--- config.mk ---
export PLATFORM = sky130hd
export DESIGN_NAME = ufdma_top
export DESIGN_NICKNAME = d
export VERILOG_FILES = /design/src/hw/ufdma_pkg.sv /design/src/hw/ufdma_top.sv
export SDC_FILE = /design/constraint.sdc
export NUM_CORES = 1
export LEC_CHECK = 0
export ABC_AREA = 1
export BUFFER_PORTS_ARGS = -buffer_cell sky130_fd_sc_hd__buf_4
export CAP_MARGIN = 10
export CORE_ASPECT_RATIO = 1.75
export CORE_UTILIZATION = 33
export DETAILED_ROUTE_END_ITERATION = 8
export PLACE_DENSITY = 0.56
export SLEW_MARGIN = 15
export SYNTH_ARGS = -nofsm -noshare
export SYNTH_HDL_FRONTEND = slang
export SYNTH_SLANG_ARGS = --single-unit
--- constraint.sdc ---
create_clock -name hclk -period 6.4 [get_ports hclk]
set_input_delay 0 -clock hclk [delete_from_list [all_inputs] [get_ports hclk]]
set_output_delay 0 -clock hclk [all_outputs]
set_load 0.1 [all_outputs]
--- src/hw/ufdma_pkg.sv ---
// Purpose: shared constants and carriers of the fifo control and dma ready block
// Assumes: one 10 MHz clock, AHB-Lite word access
// Notes:   byte offsets are word aligned, index is haddr[4:2]
package ufdma_pkg;
    localparam int          CLK_HZ        = 10_000_000;
    localparam int          FIFO_DEPTH    = 16;
    localparam logic [4:0]  FIFO_FULL_CNT = 5'h10;
    localparam logic [4:0]  HOLD_CNT      = 5'h01;
    localparam logic [2:0]  IDX_FIFO_CTRL = 3'h0;
    localparam logic [2:0]  IDX_TX_DATA   = 3'h1;
    localparam logic [2:0]  IDX_RX_DATA   = 3'h2;
    localparam logic [2:0]  IDX_STATUS    = 3'h3;
    localparam logic [2:0]  IDX_IRQ_STAT  = 3'h4;
    localparam logic [2:0]  IDX_IRQ_MASK  = 3'h5;
    localparam int          FC_EN_BIT     = 0;
    localparam int          FC_RXCLR_BIT  = 1;
    localparam int          FC_TXCLR_BIT  = 2;
    localparam int          FC_DMA_BIT    = 3;
    localparam int          FC_TRIG_LSB   = 6;
    localparam int          ST_TXCNT_LSB  = 0;
    localparam int          ST_RXCNT_LSB  = 8;
    localparam int          ST_TXREQ_BIT  = 16;
    localparam int          ST_RXREQ_BIT  = 17;
    localparam int          IRQ_RX_TRIG   = 0;
    localparam int          IRQ_TX_SPACE  = 1;
    localparam int          IRQ_RX_TOUT   = 2;
    localparam int          IRQ_RX_OVER   = 3;
    localparam logic [1:0]  TRIG_RESET    = 2'h0;
    localparam logic [4:0]  TRIG_LVL_0    = 5'h01;
    localparam logic [4:0]  TRIG_LVL_1    = 5'h04;
    localparam logic [4:0]  TRIG_LVL_2    = 5'h08;
    localparam logic [4:0]  TRIG_LVL_3    = 5'h0E;
    localparam logic [1:0]  HTRANS_NONSEQ = 2'h2;

    typedef struct packed {
        logic       valid;
        logic [7:0] data;
    } ufdma_char_t;

    function automatic logic [4:0] ufdma_trig_level(input logic [1:0] code);
        case (code)
            2'h0:    ufdma_trig_level = TRIG_LVL_0;
            2'h1:    ufdma_trig_level = TRIG_LVL_1;
            2'h2:    ufdma_trig_level = TRIG_LVL_2;
            default: ufdma_trig_level = TRIG_LVL_3;
        endcase
    endfunction
endpackage

--- src/hw/ufdma_top.sv ---
// Purpose: tx/rx fifos of one serial channel with fifo control and dma ready pins
// Assumes: shift registers and host bus run on hclk; AHB-Lite slave, zero wait
// Notes:   fifos are cleared whenever the enable bit changes
`timescale 1ns/1ns
module ufdma_top
    import ufdma_pkg::*;
(
    input  wire logic        hclk,
    input  wire logic        hresetn,
    input  wire logic        hsel,
    input  wire logic [31:0] haddr,
    input  wire logic [1:0]  htrans,
    input  wire logic        hwrite,
    input  wire logic [2:0]  hsize,
    input  wire logic [31:0] hwdata,
    input  wire logic        hready,
    output logic             hreadyout,
    output logic             hresp,
    output logic [31:0]      hrdata,
    input  wire ufdma_char_t rx_char,
    input  wire logic        rx_timeout,
    output ufdma_char_t      tx_char,
    input  wire logic        tx_char_ready,
    output logic             tx_dma_request_n,
    output logic             rx_dma_request_n,
    output logic             tx_irq_cond,
    output logic             rx_irq_cond,
    output logic             irq
);
    typedef struct packed {
        logic                 fifo_en;
        logic                 dma_mode;
        logic [1:0]           trig;
        logic [15:0][7:0]     tx_mem;
        logic [3:0]           tx_wp;
        logic [3:0]           tx_rp;
        logic [4:0]           tx_cnt;
        logic [15:0][7:0]     rx_mem;
        logic [3:0]           rx_wp;
        logic [3:0]           rx_rp;
        logic [4:0]           rx_cnt;
        logic                 rx_active;
        logic                 tx_cond_d;
        logic                 rx_cond_d;
        logic [3:0]           irq_status;
        logic [3:0]           irq_mask;
        logic                 ph_write;
        logic [2:0]           ph_idx;
        logic [31:0]          rdata;
    } ufdma_state_t;

    ufdma_state_t s;
    ufdma_state_t next_s;

    logic       blk_mode;
    logic [4:0] cap;
    logic [4:0] trig_lvl;
    logic       addr_ok;
    logic       wr_ctrl;
    logic       wr_tx;
    logic       wr_stat;
    logic       wr_mask;
    logic       rd_rx;
    logic       tx_push;
    logic       tx_pop;
    logic       rx_push;
    logic       rx_pop;
    logic       tx_clr;
    logic       rx_clr;
    logic       en_change;
    logic       tx_cond;
    logic       rx_cond;
    logic [3:0] irq_set;
    logic [3:0] irq_clr;
    logic [31:0] rd_val;

    // the holding register of non-fifo mode is a one-deep fifo
    assign blk_mode = s.fifo_en & s.dma_mode;
    assign cap      = s.fifo_en ? FIFO_FULL_CNT : HOLD_CNT;
    assign trig_lvl = ufdma_trig_level(s.trig);

    // zero wait slave, every answer OKAY
    assign hreadyout = 1'b1;
    assign hresp     = 1'b0;
    assign hrdata    = s.rdata;

    assign tx_char.valid = (s.tx_cnt != 5'h00);
    assign tx_char.data  = s.tx_mem[s.tx_rp];

    // tx request pin
    always_comb
    begin
        if (blk_mode)
        begin
            tx_dma_request_n = (s.tx_cnt == FIFO_FULL_CNT);
        end
        else
        begin
            tx_dma_request_n = (s.tx_cnt != 5'h00);
        end
    end

    // rx request pin
    always_comb
    begin
        if (blk_mode)
        begin
            rx_dma_request_n = ~s.rx_active;
        end
        else
        begin
            rx_dma_request_n = (s.rx_cnt == 5'h00);
        end
    end

    // interrupt conditions are levels; their rising edges feed sticky status
    always_comb
    begin
        if (blk_mode)
        begin
            tx_cond = (s.tx_cnt != FIFO_FULL_CNT);
        end
        else
        begin
            tx_cond = (s.tx_cnt == 5'h00);
        end
        if (s.fifo_en)
        begin
            rx_cond = (s.rx_cnt >= trig_lvl);
        end
        else
        begin
            rx_cond = (s.rx_cnt != 5'h00);
        end
    end

    assign tx_irq_cond = tx_cond;
    assign rx_irq_cond = rx_cond;
    assign irq         = |(s.irq_status & s.irq_mask);

    // address phase: read value is captured now so hrdata comes from a flop
    assign addr_ok = hsel & hready & (htrans == HTRANS_NONSEQ);
    assign rd_rx   = addr_ok & ~hwrite & (haddr[4:2] == IDX_RX_DATA) & (s.rx_cnt != 5'h00);

    always_comb
    begin
        rd_val = 32'h0000_0000;
        case (haddr[4:2])
            IDX_FIFO_CTRL:
            begin
                // clear bits and bits 5-4 always read zero
                rd_val[FC_EN_BIT]                 = s.fifo_en;
                rd_val[FC_DMA_BIT]                = s.dma_mode;
                rd_val[FC_TRIG_LSB +: 2]          = s.trig;
            end
            IDX_TX_DATA:
            begin
                rd_val[4:0] = s.tx_cnt;
            end
            IDX_RX_DATA:
            begin
                if (s.rx_cnt != 5'h00)
                begin
                    rd_val[7:0] = s.rx_mem[s.rx_rp];
                end
            end
            IDX_STATUS:
            begin
                rd_val[ST_TXCNT_LSB +: 5] = s.tx_cnt;
                rd_val[ST_RXCNT_LSB +: 5] = s.rx_cnt;
                rd_val[ST_TXREQ_BIT]      = tx_dma_request_n;
                rd_val[ST_RXREQ_BIT]      = rx_dma_request_n;
            end
            IDX_IRQ_STAT:
            begin
                rd_val[3:0] = s.irq_status;
            end
            IDX_IRQ_MASK:
            begin
                rd_val[3:0] = s.irq_mask;
            end
            default:
            begin
                rd_val = 32'h0000_0000;
            end
        endcase
    end

    // data phase write strobes
    assign wr_ctrl = s.ph_write & (s.ph_idx == IDX_FIFO_CTRL);
    assign wr_tx   = s.ph_write & (s.ph_idx == IDX_TX_DATA);
    assign wr_stat = s.ph_write & (s.ph_idx == IDX_IRQ_STAT);
    assign wr_mask = s.ph_write & (s.ph_idx == IDX_IRQ_MASK);

    // toggling the enable flushes both sides so stale bytes never leak across modes
    assign en_change = wr_ctrl & (hwdata[FC_EN_BIT] != s.fifo_en);
    assign tx_clr    = (wr_ctrl & hwdata[FC_EN_BIT] & hwdata[FC_TXCLR_BIT]) | en_change;
    assign rx_clr    = (wr_ctrl & hwdata[FC_EN_BIT] & hwdata[FC_RXCLR_BIT]) | en_change;

    // a write to a full tx side is dropped
    assign tx_push = wr_tx & (s.tx_cnt < cap);
    assign tx_pop  = tx_char_ready & (s.tx_cnt != 5'h00);
    assign rx_push = rx_char.valid & (s.rx_cnt < cap);
    assign rx_pop  = rd_rx;

    always_comb
    begin
        irq_set = 4'h0;
        irq_set[IRQ_RX_TRIG]  = rx_cond & ~s.rx_cond_d;
        irq_set[IRQ_TX_SPACE] = tx_cond & ~s.tx_cond_d;
        irq_set[IRQ_RX_TOUT]  = rx_timeout & s.fifo_en;
        irq_set[IRQ_RX_OVER]  = rx_char.valid & ~rx_push;
        irq_clr = wr_stat ? hwdata[3:0] : 4'h0;
    end

    always_comb
    begin
        next_s = s;
        next_s.ph_write = addr_ok & hwrite;
        next_s.ph_idx   = haddr[4:2];
        if (addr_ok & ~hwrite)
        begin
            next_s.rdata = rd_val;
        end

        // control register
        if (wr_ctrl)
        begin
            next_s.fifo_en = hwdata[FC_EN_BIT];
            if (hwdata[FC_EN_BIT])
            begin
                next_s.dma_mode = hwdata[FC_DMA_BIT];
                next_s.trig     = hwdata[FC_TRIG_LSB +: 2];
            end
        end
        if (wr_mask)
        begin
            next_s.irq_mask = hwdata[3:0];
        end

        // set wins over a write-one clear in the same cycle
        next_s.irq_status = (s.irq_status & ~irq_clr) | irq_set;
        next_s.tx_cond_d  = tx_cond;
        next_s.rx_cond_d  = rx_cond;

        // tx fifo
        if (tx_push)
        begin
            next_s.tx_mem[s.tx_wp] = hwdata[7:0];
            next_s.tx_wp           = s.tx_wp + 4'h1;
        end
        if (tx_pop)
        begin
            next_s.tx_rp = s.tx_rp + 4'h1;
        end
        next_s.tx_cnt = s.tx_cnt + {4'h0, tx_push} - {4'h0, tx_pop};
        if (tx_clr)
        begin
            // only pointers and count reset; the shift register is outside
            next_s.tx_wp  = 4'h0;
            next_s.tx_rp  = 4'h0;
            next_s.tx_cnt = 5'h00;
        end

        // rx fifo
        if (rx_push)
        begin
            next_s.rx_mem[s.rx_wp] = rx_char.data;
            next_s.rx_wp           = s.rx_wp + 4'h1;
        end
        if (rx_pop)
        begin
            next_s.rx_rp = s.rx_rp + 4'h1;
        end
        next_s.rx_cnt = s.rx_cnt + {4'h0, rx_push} - {4'h0, rx_pop};
        if (rx_clr)
        begin
            // a character arriving in the clear cycle is lost with the rest
            next_s.rx_wp  = 4'h0;
            next_s.rx_rp  = 4'h0;
            next_s.rx_cnt = 5'h00;
        end

        // block mode rx request latch
        if (next_s.rx_cnt == 5'h00)
        begin
            next_s.rx_active = 1'b0;
        end
        else if ((next_s.rx_cnt >= trig_lvl) | rx_timeout)
        begin
            next_s.rx_active = 1'b1;
        end
    end

    always_ff @(posedge hclk or negedge hresetn)
    begin
        if (!hresetn)
        begin
            s            <= '0;
            s.fifo_en    <= 1'b0;
            s.dma_mode   <= 1'b0;
            s.trig       <= TRIG_RESET;
            s.tx_cond_d  <= 1'b1;
        end
        else
        begin
            s <= next_s;
        end
    end
endmodule

## Word level (Yosys, flattened, before mapping)

Cells that the tools add are included.

| word-level totals | value |
|---|---|
| word-level logic and storage cells | 167 |
| output and inout bits | 48 |
| register bits | 316 |
| bits of input ports | 85 |

| cells by class | value |
|---|---|
| multiplexer cells | 34 |
| reductions and logical operators | 18 |
| $add $sub $neg | 8 |
| order comparisons | 10 |
| eq/ne operators | 14 |
| bitwise operators | 34 |

Operator list:

| kind | number |
|---|---|
| bitwise mux 128 bit | 2 |
| binary-select mux 8 bit (select 4 bit) | 2 |
| demux 8 bit (select 4 bit) | 2 |
| 2-to-1 mux 8 bit | 5 |
| 2-to-1 mux 13 bit | 2 |
| AND 1 bit | 22 |
| < comparator 4 x 5 -> 1 bit (second input constant) | 4 |
| 2-to-1 mux 4 bit | 5 |
| adder 4 x 1 -> 4 bit (second input constant) | 4 |
| zero test 5 bit | 3 |
| equality test 3 bit (second input constant) | 4 |
| one-hot mux 4 bit (3 select lines) | 1 |
| adder 5 x 1 -> 5 bit | 2 |
| >= comparator 5 bit | 2 |
| < comparator 5 bit | 2 |
| 2-to-1 mux 5 bit | 2 |
| one-hot mux 1 bit (5 select lines) | 2 |
| nonzero test 2 bit | 5 |
| nonzero test 5 bit | 2 |
| subtractor 5 x 1 -> 5 bit | 2 |
| AND 4 bit | 2 |
| >= comparator 4 x 1 -> 1 bit (second input constant) | 2 |
| one-hot mux 2 bit (4 select lines) | 1 |
| 2-to-1 mux 1 bit | 7 |
| 20 further kinds | 31 |

## Depth between registers and ports, before layout

| depth | value |
|---|---|
| depth after elaboration | 11 |
| gate-level depth with buffers | 20 |
| mapped depth without buffers | 20 |

## Worst setup path after synthesis

OpenSTA, ideal clock, no wires.

| timing | value |
|---|---|
| path type | reg2reg |
| start | register s[190] (netlist bit) |
| end | register s[41] (netlist bit) |
| setup time | 0.113 ns |
| required time | 6.287 ns |
| path buffers | 0 |
| stages on the path, launching flop included | 8 |
| clock period less this slack | 4.794 ns |
| arrival time | 4.681 ns |
| slack | 1.606 ns |
| cell sequence | dfrtp_1 -> inv_1 -> ha_1 -> nand2_1 -> nor2_1 -> o21ai_0 -> inv_1 -> o21ai_0 |

RTL lines:

| what | RTL line | RTL |
|---|---|---|
| start: declaration | ufdma_top.sv:52 | `ufdma_state_t s;` |
| start signal: assignment | ufdma_top.sv:307 | `s <= next_s;` |

==> flow_summary.ini <==
[setup_path]
critical_path.endpoint = s[46]
path_cells = inv_1 > ha_1 > a21oi_4 > nand2_2 > ha_1 > inv_1 > ha_1 > fa_1 > inv_1 > nor2_1 > ha_1 > o21ai_0 > a21boi_0 > o21ai_0 > nand2_1 > nor2_1 > nor2_1
crit_type = reg2reg
worstPathMaxFanout = 19
slowest_stage = a21oi_4
cp-end-kind = flop
r2r_cells = 17
rrSetupSlack_ns = 2.28
worst_ep_arrival_time_ns = 4.60
cpMostUsedCell = ha_1
r2r-end = s[46]
max_stage_delay_ns = 0.66
critPathLaunchType = flop
crit_required_ns = 6.89
crit_start = s[332]
crit-reg2reg-launch = s[332]

[global_routing]
grt_pass1_wl_mm = 67.5
antenna_found_initial = 0
grt_usage_pct = 18.4
grt_overflow = 0
grt_pass1_vias = 11995
grt_max_degree = 89

[outcome]
violations = DRC, hold timing
status = finished, violations left

[floorplanning]
ios = 133
die_area_um2 = 47600
die_y_um = 288
die_w_um = 165
initial_core_util_pct = 33.5
std_cell_rows = 104
core-area_um2 = 46100

[synth]
synth.distinct_cells = 45
synth.cell_area_um2 = 15400
synth_seq_cells = 316
avgSynthCellArea_um2 = 8.32
ys_warn_count = 0
syn-instance-count = 1851
ys_seq_area_share_pct = 51.3

[run]
cap_violations = 0

[pwr]
p_leak_uw = 0.00805
vdd_ir_drop_max_mv = 0.186
power.density_nw_per_um2 = 415
total_power_uw = 7180

[finish]
synthToLayoutAreaGrowth_pct = 12.2
register_area_um2 = 7910
layout.nets = 1979
nFillCells = 4761
drive_above_1_share_pct = 8.14
utilization_pct = 37.5
multi_input_area_um2 = 6370
diodes = 0
final_area_um2 = 17300

[placed_design]
finalWeightedCongestion = 0.866
dpl.hpwl_mm = 29.1
port_buffers = 57
placed_cell_area_um2 = 16000

[timing]
setup_viol = 0
finalCritPeriodShare_pct = 64.3
rsz0062_at_grt = false
drv_slew = 0
slew_headroom_pct = 22.7
tightest_slew_ns = 1.15
hold_violations = 3
clock_skew_ns = 0.0340
fin_tns_setup_ns = 0
fmax_ghz = 0.243
holdWs_ns = -0.0185
min_period_ns = 4.12

[routing]
dr.pass1.iters = 7
antenna_left = 0
wirelength_mm = 43.3
drt_iter0_drc = 991
vias_per_cell = 5.04
avgRoutedWirePerCell_um = 17.6
vias = 12407
post-route-drc-count = 12

[clocking]
root_buffer = clkbuf_16
holdBufCountCts = 21
tritoncts = done
clock_latency_ns = 0.59
clockBufferDepth = 3
cts_inserted_buffers = 31
post_cts_resize_count = 0
htreeDepth = 1
cts_num_sinks = 316
path_clk_slew_ns = 0.07
cts_setup_buffers = 0

[worst_hold_path]
hp-class = in2async
==> placed cells by master (no fill, tap or decap), drive strengths merged <==
cell,count
o22ai,14
o221ai,24
a21boi,2
o2111a,1
a31oi,3
a211oi,1
o21ai,399
xor2,2
nor3,8
xnor2,4
inv,117
or2,2
nand2,455
o31ai,2
and2,1
ha,36
nand3,111
o21ba,1
a21oi,14
fa,2
dlygate4sd3,21
conb,19
buf,70
dfrtp,315
clkbuf,49
nand4,1
clkinv,10
o211ai,20
nor2,168
o2111ai,2
dfstp,1
bufinv,4
==> logic make-up (layout without fill, tap and decap cells) <==
kind of cell	Yosys count	count (layout)	share of synthesized area, %
AND/OR/NAND/NOR	746	746	20.3
AO/OA/AOI/OAI	483	483	17.0
flip-flops	316	316	51.3
buffers and inverters	260	271	7.75
adder cells (fa/ha/maj)	38	38	3.18
XOR/XNOR	6	6	0.341
other	2	19	0.0487
==> synthesized netlist by cell type (all sizes together) <==
cell | count | area (µm²)
nand3 | 111 | 653
a21oi | 14 | 81.3
a31oi | 3 | 18.8
nor3 | 8 | 45.0
ha | 36 | 450
o211ai | 20 | 150
or2 | 2 | 12.5
conb | 2 | 7.51
o31ai | 2 | 15.0
and2 | 1 | 6.26
clkinv | 5 | 18.8
fa | 2 | 40.0
o22ai | 14 | 87.6
dfstp | 1 | 26.3
o21ba | 1 | 10.0
buf | 60 | 443
inv | 119 | 447
o221ai | 24 | 210
clkbuf | 76 | 285
nor2 | 168 | 656
nand4 | 1 | 12.5
nand2 | 455 | 1750
xnor2 | 4 | 35.0
dfrtp | 315 | 7880
o21ai | 399 | 2000
o2111ai | 2 | 17.5
xor2 | 2 | 17.5
o2111a | 1 | 11.3
a211oi | 1 | 7.51
a21boi | 2 | 15.0
==> worst min-delay path by stage <==
stage	startpoint	to	slack (ns)	cells past startpoint
finish	hresetn	s[32]	-0.02	2
global route	rx_char[5]	s[81]	0.03	3
CTS	hwrite	hrdata[0]	0.005	5
detailed placement	hresetn	s[32]	0.04	1
global placement	hresetn	s[36]	0.04	1
floorplan	hresetn	hrdata[0]	-0.30	0
==> critical path: cells and delay by family (launching register included) <==
family / cells / cell delay, ns
AOI/OAI and AO/OA: 4 / 1.09
adders and majority gates: 5 / 1.63
buffers and inverters: 3 / 0.25
DFF: 1 / 0.48
and+or+nand+nor: 5 / 0.55
==> metal layers <==
| layer | track usage (%) | up-vias | wire length [µm] |
|---|---|---|---|
| met5 | 0 | - | 0 |
| met4 | 8.18 | 0 | 1740 |
| met3 | 1.80 | 74 | 1470 |
| met2 | 34.1 | 285 | 22900 |
| met1 | 20.9 | 5991 | 17200 |
| li1 | - | 6057 | - |
==> state kept, by name, summed over array words and instances, names as in the netlist <==
| signal | cells |
|---|---|
| s | 301 |
| hrdata | 15 |
==> per-stage QoR <==
| step | setup slack (ns) | instances |
|---|---|---|
| floorplan | 1.61 | 1868 |
| global placement | 2.22 | 2385 |
| detailed placement | 2.25 | 2385 |
| CTS | 2.24 | 2462 |
| global route | 1.97 | 2462 |
| finish | 2.28 | 2462 |
==> final cells by class <==
class	instances	area share, %
flip-flops and latches	316	45.8
multi-input cells	1292	36.9
clock buffers	49	5.34
repair buffers	91	4.30
well taps	583	4.22
inverters	124	2.69
clock inverters	7	0.804
==> where the power goes <==
part | internal [µW] | switching, µW | leakage (µW)
Clock | 1140 | 777 | 0.000520
Sequential | 2360 | 250 | 0.00355
Combinational | 741 | 1900 | 0.00397
Note: power is estimated with default switching activity, not from simulation.
